### src/core/autoload_map.vh
// constants for the configuration auto-loader: eeprom layout, sram windows,
// phy setup codes and serial timing. definitions only.
`ifndef AUTOLOAD_MAP_VH
`define AUTOLOAD_MAP_VH

// ==========================================================
// eeprom layout
`define SIG_WORD        16'h5aa5
`define EE_ADDR_SIG     6'h00
`define EE_ADDR_PHY     6'h02
`define EE_ADDR_MAC0    6'h03
`define EE_ADDR_MAC2    6'h05
`define PHY_FIELD_HI    10
`define PHY_FIELD_LO    8

// ==========================================================
// sram windows (word addresses)
`define WIN0_BASE       16'h0000
`define WIN0_LAST       16'h001f
`define WIN1_BASE       16'h0400
`define WIN1_LAST       16'h040f
`define WIN0_WORDS      6'h20
`define WIN1_WORDS      6'h10

// ==========================================================
// phy setup codes
`define PHY_AN_ALL      3'h0
`define PHY_AN_100      3'h1
`define PHY_AN_10       3'h2
`define PHY_RSVD        3'h3
`define PHY_F100_FDX    3'h4
`define PHY_F100_HDX    3'h5
`define PHY_F10_FDX     3'h6
`define PHY_F10_HDX     3'h7
`define PHY_RESET_VAL   3'h0

// ==========================================================
// serial timing
`define MCLK_HZ         50000000
`define EE_CLK_HZ       1000000
`define EE_HALF_CYC     ((`MCLK_HZ / `EE_CLK_HZ) / 2)
`define EE_READ_OP      3'h6

`endif

### src/core/ee_word_reader.v
// serial eeprom word reader: 3-wire microwire style read of one 16-bit word.
// assumes the eeprom samples on rising clock, drives data after it, 6-bit address.
`timescale 1ns/1ps
`include "autoload_map.vh"

module ee_word_reader #(
    parameter HALF = `EE_HALF_CYC
) (
    // clock and reset
    input  wire        mclk,
    input  wire        rst_n,
    input  wire        ce,
    // request
    input  wire        start,
    input  wire [5:0]  addr,
    output wire        busy,
    output reg  [15:0] rdata_q,
    output reg         done_q,
    // pins
    output reg         ee_cs_q,
    output reg         ee_clk_q,
    output reg         ee_do_q,
    input  wire        ee_di
);

// ==========================================================
// shift sequence: 1 start + 2 op + 6 addr + 1 dummy + 16 data = 26 bits
reg [7:0]  div_q;
reg [5:0]  bit_q;
reg [8:0]  cmd_q;
reg        run_q;

assign busy = run_q;

// one bit per two half periods; data sampled on rising edge of ee_clk
always @(posedge mclk or negedge rst_n) begin
    if (!rst_n) begin
        div_q    <= 8'h00;
        bit_q    <= 6'h00;
        cmd_q    <= 9'h000;
        run_q    <= 1'b0;
        ee_cs_q  <= 1'b0;
        ee_clk_q <= 1'b0;
        ee_do_q  <= 1'b0;
        rdata_q  <= 16'h0000;
        done_q   <= 1'b0;
    end else if (ce) begin
        done_q <= 1'b0;
        if (!run_q) begin
            if (start) begin
                run_q   <= 1'b1;
                ee_cs_q <= 1'b1;
                ee_do_q <= 1'b1;             // start bit, top bit of the read op
                cmd_q   <= {`EE_READ_OP, addr} << 1;  // op tail, address, then a zero
                bit_q   <= 6'h00;
                div_q   <= 8'h00;
            end
        end else if (div_q == HALF[7:0] - 8'h01) begin
            div_q    <= 8'h00;
            ee_clk_q <= ~ee_clk_q;
            if (ee_clk_q) begin
                // falling edge: next bit out
                if (bit_q == 6'h19) begin
                    run_q   <= 1'b0;
                    ee_cs_q <= 1'b0;
                    done_q  <= 1'b1;
                end else begin
                    bit_q <= bit_q + 6'h01;
                    if (bit_q < 6'h09) begin
                        ee_do_q <= cmd_q[8];
                        cmd_q   <= {cmd_q[7:0], 1'b0};
                    end else begin
                        ee_do_q <= 1'b0;
                    end
                end
            end else if (bit_q >= 6'h0a) begin
                rdata_q <= {rdata_q[14:0], ee_di};  // msb first
            end
        end else begin
            div_q <= div_q + 8'h01;
        end
    end
end

endmodule // ee_word_reader

### src/core/eeprom_config_autoloader.v
// eeprom configuration auto-loader: after reset reads the serial eeprom,
// checks the signature, fills two sram windows and sets up the phy.
// assumes an sram write port that takes one word per cycle, no stall.
`timescale 1ns/1ps
`include "autoload_map.vh"

module eeprom_config_autoloader #(
    parameter HALF = `EE_HALF_CYC
) (
    // clock and reset
    input  wire        mclk,
    input  wire        resetn,
    input  wire        ce,
    // eeprom pins (data pin split in/out/enable)
    output wire        ee_cs,
    output wire        ee_clk,
    output wire        ee_dio_o,
    output wire        ee_dio_oe,
    input  wire        ee_dio_i,
    // host eeprom path, usable only after load
    input  wire        host_ee_cs,
    input  wire        host_ee_clk,
    input  wire        host_ee_do,
    input  wire        host_ee_oe,
    output wire        host_ee_di,
    // sram write port
    output reg         sram_we_q,
    output reg  [15:0] sram_addr_q,
    output reg  [15:0] sram_wdata_q,
    // phy setup
    output reg  [2:0]  phy_setup_field,
    output reg         phy_an_en_q,
    output reg         phy_100_q,
    output reg         phy_10_q,
    output reg         phy_fdx_q,
    // status
    output reg         load_done_q,
    output reg         sig_ok_q,
    output reg  [47:0] mac_q
);

// ==========================================================
// reset release through two flops
reg rs1_q, rs2_q;
always @(posedge mclk or negedge resetn) begin
    if (!resetn) begin
        rs1_q <= 1'b0;
        rs2_q <= 1'b0;
    end else begin
        rs1_q <= 1'b1;
        rs2_q <= rs1_q;
    end
end
wire rst_n = rs2_q;

// ==========================================================
// states, one-hot
localparam S_IDLE = 5'b00001;
localparam S_SIG  = 5'b00010;
localparam S_COPY = 5'b00100;
localparam S_WAIT = 5'b01000;
localparam S_DONE = 5'b10000;

reg  [4:0]  st_q;
reg  [5:0]  idx_q;
reg         start_q;
wire        rd_busy;
wire        rd_done;
wire [15:0] rd_data;
wire        l_cs, l_clk, l_do;

ee_word_reader #(.HALF(HALF)) u_rd (
    .mclk    (mclk),
    .rst_n   (rst_n),
    .ce      (ce),
    .start   (start_q),
    .addr    (idx_q),
    .busy    (rd_busy),
    .rdata_q (rd_data),
    .done_q  (rd_done),
    .ee_cs_q (l_cs),
    .ee_clk_q(l_clk),
    .ee_do_q (l_do),
    .ee_di   (ee_dio_i)
);

// ==========================================================
// map eeprom index to sram word: words 0..1f to window 0, 0..f also to 1
function [15:0] win1_addr;
    input [5:0] i;
    begin
        win1_addr = `WIN1_BASE + {12'h000, i[3:0]};
    end
endfunction

// decode phy field into mode bits
function [3:0] phy_mode;                 // {an, 100, 10, fdx}
    input [2:0] f;
    begin
        case (f)
            `PHY_AN_ALL:   phy_mode = 4'hf;
            `PHY_AN_100:   phy_mode = 4'hd;      // both duplex abilities kept
            `PHY_AN_10:    phy_mode = 4'hb;      // both duplex abilities kept
            `PHY_RSVD:     phy_mode = 4'hf;      // reserved behaves as default
            `PHY_F100_FDX: phy_mode = 4'h5;
            `PHY_F100_HDX: phy_mode = 4'h4;
            `PHY_F10_FDX:  phy_mode = 4'h3;
            `PHY_F10_HDX:  phy_mode = 4'h2;
            default:       phy_mode = 4'hf;
        endcase
    end
endfunction

reg        dual_q;    // window 1 write pending, issued before the window 0 write
reg [15:0] word_q;

// ==========================================================
// sequencer
always @(posedge mclk or negedge rst_n) begin
    if (!rst_n) begin
        st_q            <= S_IDLE;
        idx_q           <= 6'h00;
        start_q         <= 1'b0;
        sram_we_q       <= 1'b0;
        sram_addr_q     <= 16'h0000;
        sram_wdata_q    <= 16'h0000;
        phy_setup_field <= `PHY_RESET_VAL;
        {phy_an_en_q, phy_100_q, phy_10_q, phy_fdx_q} <= 4'hf;
        load_done_q     <= 1'b0;
        sig_ok_q        <= 1'b0;
        mac_q           <= 48'h0;
        dual_q          <= 1'b0;
        word_q          <= 16'h0000;
    end else if (ce) begin
        start_q   <= 1'b0;
        sram_we_q <= 1'b0;
        case (st_q)
            S_IDLE: begin
                idx_q   <= `EE_ADDR_SIG;
                start_q <= 1'b1;
                st_q    <= S_SIG;
            end
            S_SIG: if (rd_done) begin
                if (rd_data == `SIG_WORD) begin
                    sig_ok_q <= 1'b1;
                    word_q   <= rd_data;
                    dual_q   <= 1'b1;
                    st_q     <= S_WAIT;
                end else begin
                    st_q     <= S_DONE;          // phy keeps default
                end
            end
            S_COPY: if (rd_done) begin
                word_q <= rd_data;
                dual_q <= (idx_q < `WIN1_WORDS);
                if (idx_q == `EE_ADDR_PHY) begin
                    phy_setup_field <= rd_data[`PHY_FIELD_HI:`PHY_FIELD_LO];
                    {phy_an_en_q, phy_100_q, phy_10_q, phy_fdx_q}
                        <= phy_mode(rd_data[`PHY_FIELD_HI:`PHY_FIELD_LO]);
                end
                if (idx_q >= `EE_ADDR_MAC0 && idx_q <= `EE_ADDR_MAC2)
                    mac_q <= {rd_data, mac_q[47:16]};  // low word first
                st_q <= S_WAIT;
            end
            S_WAIT: begin
                // only sram is written; station address is left to host
                sram_we_q    <= 1'b1;
                sram_wdata_q <= word_q;
                if (dual_q) begin
                    sram_addr_q <= win1_addr(idx_q);
                    dual_q      <= 1'b0;
                end else begin
                    sram_addr_q <= `WIN0_BASE + {10'h000, idx_q};
                    if (idx_q == `WIN0_WORDS - 6'h01) begin
                        st_q <= S_DONE;
                    end else begin
                        idx_q   <= idx_q + 6'h01;
                        start_q <= 1'b1;
                        st_q    <= S_COPY;
                    end
                end
            end
            S_DONE: load_done_q <= 1'b1;
            default: st_q <= S_IDLE;
        endcase
    end
end

// ==========================================================
// data pin hand-over: count eeprom clock rises in a frame; after the
// ninth (last address bit) the loader lets go, so the dummy bit and the
// data come back on a pin that only the eeprom drives
reg [3:0] hdr_q;
reg       lclk_q;
always @(posedge mclk or negedge rst_n) begin
    if (!rst_n) begin
        hdr_q  <= 4'h0;
        lclk_q <= 1'b0;                  // idle level of the eeprom clock, no false rise
    end else if (ce) begin
        lclk_q <= l_clk;
        if (!rd_busy) begin
            hdr_q <= 4'h0;
        end else if (l_clk && !lclk_q && hdr_q != 4'h9) begin
            hdr_q <= hdr_q + 4'h1;
        end
    end
end
wire hdr_phase = (hdr_q != 4'h9);

// ==========================================================
// pin mux: host reaches the eeprom only once loading is over
assign ee_cs      = load_done_q ? host_ee_cs  : l_cs;
assign ee_clk     = load_done_q ? host_ee_clk : l_clk;
assign ee_dio_o   = load_done_q ? host_ee_do  : l_do;
assign ee_dio_oe  = load_done_q ? host_ee_oe  : (l_cs & hdr_phase);
assign host_ee_di = load_done_q ? ee_dio_i    : 1'b0;

endmodule // eeprom_config_autoloader

### config.mk
export PLATFORM = sky130hd
export DESIGN_NAME = eeprom_config_autoloader
export DESIGN_NICKNAME = d
export VERILOG_FILES = /design/src/core/ee_word_reader.v /design/src/core/eeprom_config_autoloader.v
export VERILOG_INCLUDE_DIRS = /design/src /design/src/core
export SDC_FILE = /design/constraint.sdc
export NUM_CORES = 1
export LEC_CHECK = 0
export BUFFER_PORTS_ARGS = -buffer_cell sky130_fd_sc_hd__buf_2
export CORE_MARGIN = 2
export CORE_UTILIZATION = 50
export CTS_BUF_LIST = sky130_fd_sc_hd__clkbuf_16
export CTS_CLUSTER_DIAMETER = 100
export CTS_CLUSTER_SIZE = 12
export DETAILED_ROUTE_END_ITERATION = 8
export GPL_ROUTABILITY_DRIVEN = 1
export PLACE_DENSITY = 0.76
export SYNTH_ARGS = -nofsm -noshare
export SYNTH_HDL_FRONTEND = slang
export SYNTH_SLANG_ARGS = --single-unit
### constraint.sdc
create_clock -name mclk -period 4.45 [get_ports mclk]
set_input_delay 0.89 -clock mclk [delete_from_list [all_inputs] [get_ports mclk]]
set_output_delay 0.89 -clock mclk [all_outputs]
set_load 0.005 [all_outputs]
Word level (Yosys, flattened, before mapping)

Memory sizes are Yosys's and may differ from the RTL's. A register that Yosys moved wholly into a read port is not among the register bits.
Cells that the tools add are included.

Add/sub/neg operators: 5
Magnitude comparators: 5
Eq/ne operators: 22
Mux-type cells: 62
Bitwise gates (word level): 3
Reduce and logical (&&, ||, !) cells: 25

Operators by type and width:

| cell                                                | number |
|---|---|
| 2-to-1 mux 9 bit                                    | 6 |
| 2-to-1 mux 16 bit                                   | 3 |
| 2-to-1 mux 6 bit                                    | 7 |
| one-hot mux 16 bit (2 select lines)                 | 1 |
| 2-to-1 mux 1 bit                                    | 30 |
| AND reduction 5 bit                                 | 6 |
| 2-to-1 mux 5 bit                                    | 5 |
| one-hot mux 5 bit (5 select lines)                  | 1 |
| 2-to-1 mux 8 bit                                    | 3 |
| == test 16 x 15 -> 1 bit, second input constant     | 1 |
| != test 2 bit, second input constant                | 8 |
| AND reduction 4 bit                                 | 4 |
| adder 11 x 4 -> 12 bit, first input constant        | 1 |
| adder 6 x 1 -> 6 bit, second input constant         | 2 |
| == test 6 x 5 -> 1 bit, second input constant       | 2 |
| 2-to-1 mux 12 bit                                   | 1 |
| one-hot mux 6 bit (2 select lines)                  | 1 |
| adder 8 x 1 -> 8 bit, second input constant         | 1 |
| == test 8 x 5 -> 1 bit, second input constant       | 1 |
| 2-to-1 mux 4 bit                                    | 2 |
| AND reduction 2 bit                                 | 4 |
| == test 6 x 2 -> 1 bit, second input constant       | 1 |
| >= comparator 6 x 2 -> 1 bit, second input constant | 1 |
| >= comparator 6 x 4 -> 1 bit, second input constant | 1 |
| 21 further kinds                                    | 29 |

Flip-flop bits (word level): 166
ROM bits: 32
Input bits: 8
Output and inout port bits: 95
Word-level logic and storage cells: 148
Memories kept: 1

Memories:

| name            | words | width | read ports | clocked after Yosys merged registers in | write ports | RTL line                       | text |
|---|---|---|---|---|---|---|---|
| (no name shown) | 8     | 4     | 1          | 1                                       | 0           | eeprom_config_autoloader.v:100 | `case (f)` |

Longest topological paths before layout

Gate-level depths: netlist (run 1).

Depth after elaboration: 6
Depth in mapped cells: 7
Mapped depth without buffers: 6

Cells and area by module

Synthesis (run 1) repeated with hierarchy kept, for this count alone.

Cell total of the unflattened synthesis: 552
Area, all modules: 7,191.9 um^2

By module, submodules not included:

| module                   | instances | cells each | area each (um^2) | sequential area each (um^2) |
|---|---|---|---|---|
| eeprom_config_autoloader | 1         | 363        | 4,964.8          | 2,934.1 |
| ee_word_reader           | 1         | 189        | 2,227.1          | 1,076.0 |

Least setup slack after synthesis (run 1)

No wires, ideal clock.

Path kind: input -> register
Start point: in ce
End point: reg mac_q[27]
Arrival time: 2.158 ns
Path slack: 2.167 ns
Stages on the path: 6
Path buffers: 2
Cells stage by stage: nor4bb_1 > nand4_1 > a211o_1 > buf_4 > buf_6 > mux2_4

Cells in the longest elaborated chain, start to end: 1

RTL lines:

| item                          | RTL line                       | text |
|---|---|---|
| from (decl)                   | eeprom_config_autoloader.v:13  | `input wire ce,` |
| AND reduction 4 bit (no line) | n/a                            |  |
| to (signal assigned)          | eeprom_config_autoloader.v:162 | `mac_q <= {rd_data, mac_q[47:16]};` |
| to (decl)                     | eeprom_config_autoloader.v:39  | `output reg [47:0] mac_q` |

Every way passes these cells.
A chain may end at the register's enable or synchronous reset.

Final worst setup path (run 1)

Start point: reg u_rd.div_q[0]
End point: reg u_rd.rdata_q[7]

Cells in the longest elaborated chain, start to end: 2

RTL lines:

| item                          | RTL line            | text |
|---|---|---|
| from (decl)                   | ee_word_reader.v:28 | `reg [7:0] div_q;` |
| from (signal assigned)        | ee_word_reader.v:80 | `div_q <= div_q + 8'h01;` |
| == test 8 x 5 -> 1 bit        | ee_word_reader.v:58 | `end else if (div_q == HALF[7:0] - 8'h01) begin` |
| AND reduction 5 bit (no line) | n/a                 |  |
| to (signal assigned)          | ee_word_reader.v:77 | `rdata_q <= {rdata_q[14:0], ee_di};` |
| to (decl)                     | ee_word_reader.v:17 | `output reg [15:0] rdata_q,` |

Every way passes these cells.

==> impl_metrics.toml, run 1 <==
[yosys]
fraction_of_post_synthesis_cell_area_in_the_top_cell_type_by_area = 0.5343
synth_cell_type_count = 70
synth_most_common_cell = "sky130_fd_sc_hd__dfrtp_1"
synth.cell_area_sq_mm = 0.007259
post_synthesis_register_bit_count = 160
share_of_synthesized_flip_flops_with_an_asynchronous_set_or_reset = 1.000
yosysSeqAreaShare = 0.5524
edff_count_synth = 0
synthesis.area_per_instance_sq_um = 12.83
syn_inst = 566
ys_top_cells_by_area = "sky130_fd_sc_hd__dfrtp_1, sky130_fd_sc_hd__mux2_2, sky130_fd_sc_hd__mux2_4"
ys.flop_type = "sky130_fd_sc_hd__dfrtp_1"
synth.yosys.warnings = 0
post_synth_most_frequent_cells = "sky130_fd_sc_hd__dfrtp_1, sky130_fd_sc_hd__mux2_2, sky130_fd_sc_hd__nand2_1"
yosysTopAreaCell = "sky130_fd_sc_hd__dfrtp_1"

[run_status]
result_of_the_run = "finished, final reports clean"

[clocking]
cts_tree = "yes"
cts.path.max_buffers = 2
numClockSinks = 160
cts_max_level = 4
cts-root-buf = "sky130_fd_sc_hd__clkbuf_16"
clkTransAtPathRegs_ns = 0.06
post_cts_hold_buffer_count = 0
cts_buffers = 17
postCtsSetupBuffers = 0
worstSkewPairLatency_ns = 0.42
cts_repair_resize_count = 0

[drt]
drt_iter0_markers = 296
vias_per_cell = 5.502
met2_length_mm = 7.017
totalWireLength_mm = 14.16
detail_route.wl_per_cell_um = 16.70
drc = 0
drt.antenna.violating_nets = 0
wire_length_on_met3_um = 619
number_of_iterations_in_the_first_detailed_routing_pass = 4
route.vias.total = 4666
topRoutingLayerUsed = "met4"
routedLengthMet1_mm = 6.334

[placement]
place.gp.congestion = 0.8300
buffers_on_ports = 93
placedInstanceArea_sq_mm = 0.007790
hpwlAfterDp_mm = 9.746

[grt]
pin_count_of_the_biggest_net_entering_global_routing = 82
antenna_found_initial = 0
grt_first_pass_wirelength_mm = 23.79
global_route.overflow_total = 0
groute.usage.overall = 0.1891
grt_pass1_vias = 4677

[sta]
timing.final.hold_violations = 0
remaining_max_slew_budget_at_the_tightest_pin = 0.1896
achievable-frequency_mhz = 370.1
finalSetupViolations = 0
timing_max_transition_violations_final = 0
setup_tns_ns = 0
final.min_clock_period_ns = 2.702
grt_setup_unrepaired = "false"
skew_final_ns = 0.007631
final_min_period_over_clock_period = 0.6072
tightestPinTransition_ns = 1.216

[setup_path]
crit_arrival_ns = 3.00
reg2reg_to = "u_rd.rdata_q[7]$_DFFE_PN0P_"
crit_fanout = 16
crit_type = "reg2reg"
startpoint_type_of_the_worst_setup_path = "register"
rr_worst_depth = 6
critical_path.reg2reg.startpoint = "u_rd.div_q[0]$_DFFE_PN0P_"
cp-end-kind = "register"
critical_path_required_ns = 4.75
setup.reg_to_reg.worst_slack_ns = 1.75

[floorplan]
dieWidth_um = 124.5
pin_count = 103
initial_core_util = 0.5052
die_y_um = 124.5
coreArea_sq_mm = 0.01437
dieArea_sq_mm = 0.01550
num_rows = 44

[flow_run]
maxCapViolCount = 0

[power_and_ir_drop]
power_density_mw_per_mm2 = 429.3
power.leakage_nw = 4.330
ir_worst_vdd_uv = 270.5

[layout]
layout-drive-gt1-share = 0.3750
insertedDiodeCount = 0
seq_area_sq_mm = 0.004014
syn2layout_area_growth_pct = 14.82
multiInputGateArea_sq_mm = 0.002975
fillerInstances = 1129
final_cell_area_sq_mm = 0.008335
final_nets = 672

[min_path]
holdCritPathClass = "in2async"
## critical path: stages (launching register included)
cell and delay [ns]:
sky130_fd_sc_hd__dfrtp_1 0.42, sky130_fd_sc_hd__inv_1 0.07, sky130_fd_sc_hd__ha_1 0.15, sky130_fd_sc_hd__nor3b_1 0.24, sky130_fd_sc_hd__nand2_1 0.19, sky130_fd_sc_hd__a2111oi_4 1.06, sky130_fd_sc_hd__mux2_2 0.43
## layout make-up
cell class              instances  share of cell area
repair buffers                 96             0.05854
flip-flops and latches        160              0.4815
multi-input cells             354              0.3569
well taps                     184             0.02762
clock buffers                  17             0.05104
clock inverters                15             0.01441
inverters                      22            0.009907
## kinds of logic (layout without fill, tap and decap cells)
kind of cell	Yosys count	after routing	synth area share
AND/OR/NAND/NOR	117	117	0.08911
buffers and inverters	60	150	0.04205
XOR/XNOR	7	7	0.008446
multiplexers	120	120	0.1996
flip-flops	160	160	0.5524
AO/OA/AOI/OAI	87	87	0.08497
other	2	10	0.001035
adder cells (fa/ha/maj)	13	13	0.02241
## report_power, final
group          internal, mW  switching, mW  total, mW
clock network         0.764          0.583       1.35
logic                 0.232          0.255      0.487
registers              1.57          0.177       1.75
total                  2.56           1.02       3.58
## per-layer routing
metal	track usage	vias to the layer above
li1	-	2177
met1	0.2508	2356
met2	0.3050	116
met3	0.04897	17
met4	0.06279	0
met5	0	-
## flip-flops by register name (all words and copies together), names as in the netlist, 6 cells and up
name,cells
word_q,16
idx_q,6
sram_addr_q,7
u_rd.rdata_q,16
mac_q,48
u_rd.div_q,8
u_rd.cmd_q,8
sram_wdata_q,16
u_rd.bit_q,6
## layout by cell type, fill, tap and decap left out, drive strengths merged, types with 3 or more instances in the layout
cell	n
dfrtp	155
mux2	114
buf	96
nand2	39
o21ai	27
inv	25
clkbuf	17
nor2	15
ha	13
nand3	12
a21oi	11
conb	10
clkinv	10
a22o	7
nor3	6
mux2i	6
nor4bb	5
xnor2	5
dfstp	5
nand3b	4
nand4	4
nor2b	4
and3	4
o31ai	4
o21bai	4
a31oi	4
nor4	4
nor3b	4
o2bb2ai	3
o211ai	3
a32oi	3
and2	3
## worst max-delay path by stage
| stage | start | end | slack (ns) | cells past startpoint |
|---|---|---|---|---|
| global placement | ce | mac_q[36]$_DFFE_PN0P_ | 1.36 | 5 |
| global route | u_rd.busy$_DFFE_PN0P_ | u_rd.cmd_q[5]$_DFFE_PN0P_ | 1.58 | 4 |
| CTS | u_rd.div_q[0]$_DFFE_PN0P_ | u_rd.rdata_q[7]$_DFFE_PN0P_ | 1.72 | 6 |
| floorplan | rs2_q$_DFF_PN0_ | dual_q$_DFFE_PN0P_ | 1.81 | 0 |
| finish | u_rd.div_q[0]$_DFFE_PN0P_ | u_rd.rdata_q[7]$_DFFE_PN0P_ | 1.75 | 6 |
| detailed placement | ce | mac_q[27]$_DFFE_PN0P_ | 1.33 | 5 |
## stage by stage
stage	util	power (mW)	worst slack [ns]	std cells	hold WS, ns
after floorplan	-	2.110	1.806	574	0.3311
after global placement	0.5421	2.216	1.358	816	0.3376
after detailed placement	0.5421	2.257	1.333	816	0.3477
after CTS	0.5801	3.604	1.720	848	0.2211
after global routing	0.5801	3.750	1.580	848	0.2244
final	0.5801	3.578	1.748	848	0.2413
Note: power is estimated with default switching activity, not from simulation.
==> inputs of run 2 (changes only) <==
ABC_AREA = 1   (was default)
PLACE_DENSITY = 0.73   (was 0.76)
clock period = 2.5 ns   (was 4.45 ns; I/O delays follow)
==> impl_metrics.toml, run 2 <==
[yosys]
yosysSeqAreaShare = 0.5585
syn_inst = 822
edff_count_synth = 0
share_of_synthesized_flip_flops_with_an_asynchronous_set_or_reset = 1.000
synth_cell_type_count = 36
fraction_of_post_synthesis_cell_area_in_the_top_cell_type_by_area = 0.5402
synth_most_common_cell = "sky130_fd_sc_hd__nand2_1"
yosysTopAreaCell = "sky130_fd_sc_hd__dfrtp_1"
synth.yosys.warnings = 0
synth.cell_area_sq_mm = 0.007181
ys.flop_type = "sky130_fd_sc_hd__dfrtp_1"
post_synth_most_frequent_cells = "sky130_fd_sc_hd__nand2_1, sky130_fd_sc_hd__dfrtp_1, sky130_fd_sc_hd__inv_1"
synthesis.area_per_instance_sq_um = 8.736
ys_top_cells_by_area = "sky130_fd_sc_hd__dfrtp_1, sky130_fd_sc_hd__nand2_1, sky130_fd_sc_hd__inv_1"
post_synthesis_register_bit_count = 160

[placement]
place.gp.congestion = 0.8784
hpwlAfterDp_mm = 10.64
placedInstanceArea_sq_mm = 0.007789
buffers_on_ports = 93

[grt]
grt_pass1_vias = 5153
groute.usage.overall = 0.2088
grt_first_pass_wirelength_mm = 24.76
global_route.overflow_total = 0
antenna_found_initial = 0
pin_count_of_the_biggest_net_entering_global_routing = 97

[setup_path]
crit_type = "reg2reg"
crit_path_start = "u_rd.div_q[0]$_DFFE_PN0P_"
cp-end-kind = "register"
startpoint_type_of_the_worst_setup_path = "register"
setup.reg_to_reg.worst_slack_ns = 0.49
crit_arrival_ns = 2.29
critical_path.reg2reg.startpoint = "u_rd.div_q[0]$_DFFE_PN0P_"
critical_path_required_ns = 2.78
crit_fanout = 32

[clocking]
cts.path.max_buffers = 2
cts_repair_resize_count = 0
clkTransAtPathRegs_ns = 0.07
cts-root-buf = "sky130_fd_sc_hd__clkbuf_16"
numClockSinks = 160
cts_tree = "yes"
cts_max_level = 4
worstSkewPairLatency_ns = 0.42
cts_buffers = 17

[layout]
largest_register_ff_count = 48
registers.top_by_ff_count = "mac_q"
final_cell_area_sq_mm = 0.008332
insertedDiodeCount = 0
final_nets = 940
fillerInstances = 1206
layout-drive-gt1-share = 0.1888
syn2layout_area_growth_pct = 16.03
seq_area_sq_mm = 0.004014
multiInputGateArea_sq_mm = 0.002597
layout.cells.most_common_list = "sky130_fd_sc_hd__nand2_1, sky130_fd_sc_hd__dfrtp_1, sky130_fd_sc_hd__inv_1, sky130_fd_sc_hd__buf_2, sky130_fd_sc_hd__o21ai_1"
mostFrequentLayoutCell = "sky130_fd_sc_hd__nand2_1"

[drt]
vias_per_cell = 5.055
drt_iter0_markers = 437
totalWireLength_mm = 14.94
drc = 0
number_of_iterations_in_the_first_detailed_routing_pass = 6
route.vias.total = 5621
detail_route.wl_per_cell_um = 13.44
drt.antenna.violating_nets = 0

[floorplan]
dieWidth_um = 123.8
die_y_um = 123.8
num_rows = 43
initial_core_util = 0.5153
pin_count = 103
coreArea_sq_mm = 0.01393
dieArea_sq_mm = 0.01534

[sta]
finalSetupViolations = 0
tightestPinTransition_ns = 0.6793
skew_final_ns = 0.008118
grt_setup_unrepaired = "false"
achievable-frequency_mhz = 497.3
remaining_max_slew_budget_at_the_tightest_pin = 0.5455
timing.final.hold_violations = 0
setup_tns_ns = 0
final_min_period_over_clock_period = 0.8044
timing_max_transition_violations_final = 0
final.min_clock_period_ns = 2.011

[flow_run]
maxCapViolCount = 0

[power_and_ir_drop]
power_density_mw_per_mm2 = 711.3
power.leakage_nw = 4.231
ir_worst_vdd_uv = 558.6

[run_status]
result_of_the_run = "finished, final reports clean"

[min_path]
holdCritPathClass = "reg2async"
==> run 2: per-layer routing <==
| layer | GRT usage | vias to the layer above | part of all wire | wire length [um] |
|---|---|---|---|---|
| met2 | 0.3214 | 129 | 0.45 | 6736 |
| met4 | 0.06605 | 0 | 0.012 | 181 |
| met3 | 0.04304 | 16 | 0.046 | 686 |
| met1 | 0.2987 | 2699 | 0.49 | 7337 |
| met5 | 0 | - | 0 | 0 |
| li1 | - | 2777 | - | - |
==> run 2: final timing paths <==
path,end,cells after the start
setup / recovery,u_rd.rdata_q[13]$_DFFE_PN0P_,9
hold / removal,phy_setup_field[0]$_DFFE_PN0P_,0
setup reg to reg,u_rd.rdata_q[13]$_DFFE_PN0P_,9
hold reg to reg,phy_setup_field[0]$_DFFE_PN0P_,0
max in group asynchronous,st_q[0]$_DFFE_PN1P_,1
min in group mclk,u_rd.rdata_q[0]$_DFFE_PN0P_,3
==> run 2: cell type report <==
| type | instances | area share |
|---|---|---|
| Sequential cell | 160 | 0.4818 |
| Timing Repair Buffer | 103 | 0.06968 |
| Inverter | 101 | 0.04580 |
| Clock inverter | 15 | 0.01291 |
| Multi-Input combinational cell | 536 | 0.3118 |
| Tap cell | 180 | 0.02703 |
| Clock buffer | 17 | 0.05106 |
==> run 2: cell families (layout without fill, tap and decap cells) <==
kind of cell             Yosys count  in the layout  synth area share
adder cells (fa/ha/maj)           13             13           0.02265
flip-flops                       160            160            0.5585
other                              2             10          0.001046
buffers and inverters            134            236           0.08521
XOR/XNOR                          11             11           0.01342
AO/OA/AOI/OAI                    137            137            0.1058
AND/OR/NAND/NOR                  365            365            0.2135
==> run 2: power breakdown <==
part / leakage (nW) / switching (mW) / internal (mW)
clock network: 0.262 / 1.07 / 1.28
logic: 1.81 / 0.414 / 0.230
registers: 2.16 / 0.156 / 2.78
total: 4.23 / 1.64 / 4.28
==> run 2: worst max-delay path, cell delays in order (launching register included) <==
cell and delay [ns]:
sky130_fd_sc_hd__dfrtp_1 0.41, sky130_fd_sc_hd__inv_1 0.07, sky130_fd_sc_hd__ha_1 0.14, sky130_fd_sc_hd__inv_1 0.04
sky130_fd_sc_hd__nor2_1 0.13, sky130_fd_sc_hd__nand2_1 0.13, sky130_fd_sc_hd__nor2_2 0.16, sky130_fd_sc_hd__nand3_2 0.47
sky130_fd_sc_hd__nand2_1 0.22, sky130_fd_sc_hd__o21ai_1 0.10
==> run 2: metrics by stage <==
| step | total power, mW | hold WS, ns | setup WS (ns) | instances | util |
|---|---|---|---|---|---|
| 4_1_cts | 5.974 | 0.2569 | 0.4916 | 1112 | 0.5979 |
| 2_1_floorplan | 3.440 | 0.2044 | 0.8395 | 830 | - |
| 3_5_place_dp | 3.618 | 0.2570 | 0.5626 | 1079 | 0.5589 |
| 3_3_place_gp | 3.599 | 0.2588 | 0.6551 | 1079 | 0.5589 |
| 5_1_grt | 6.212 | 0.2834 | 0.2567 | 1112 | 0.5979 |
| 6_report | 5.926 | 0.2508 | 0.4891 | 1112 | 0.5979 |
==> run 2: what timing repair did <==
action,in CTS,in global routing
hold endpoints to repair,2,0
setup buffers,0,0
hold buffers,1,0
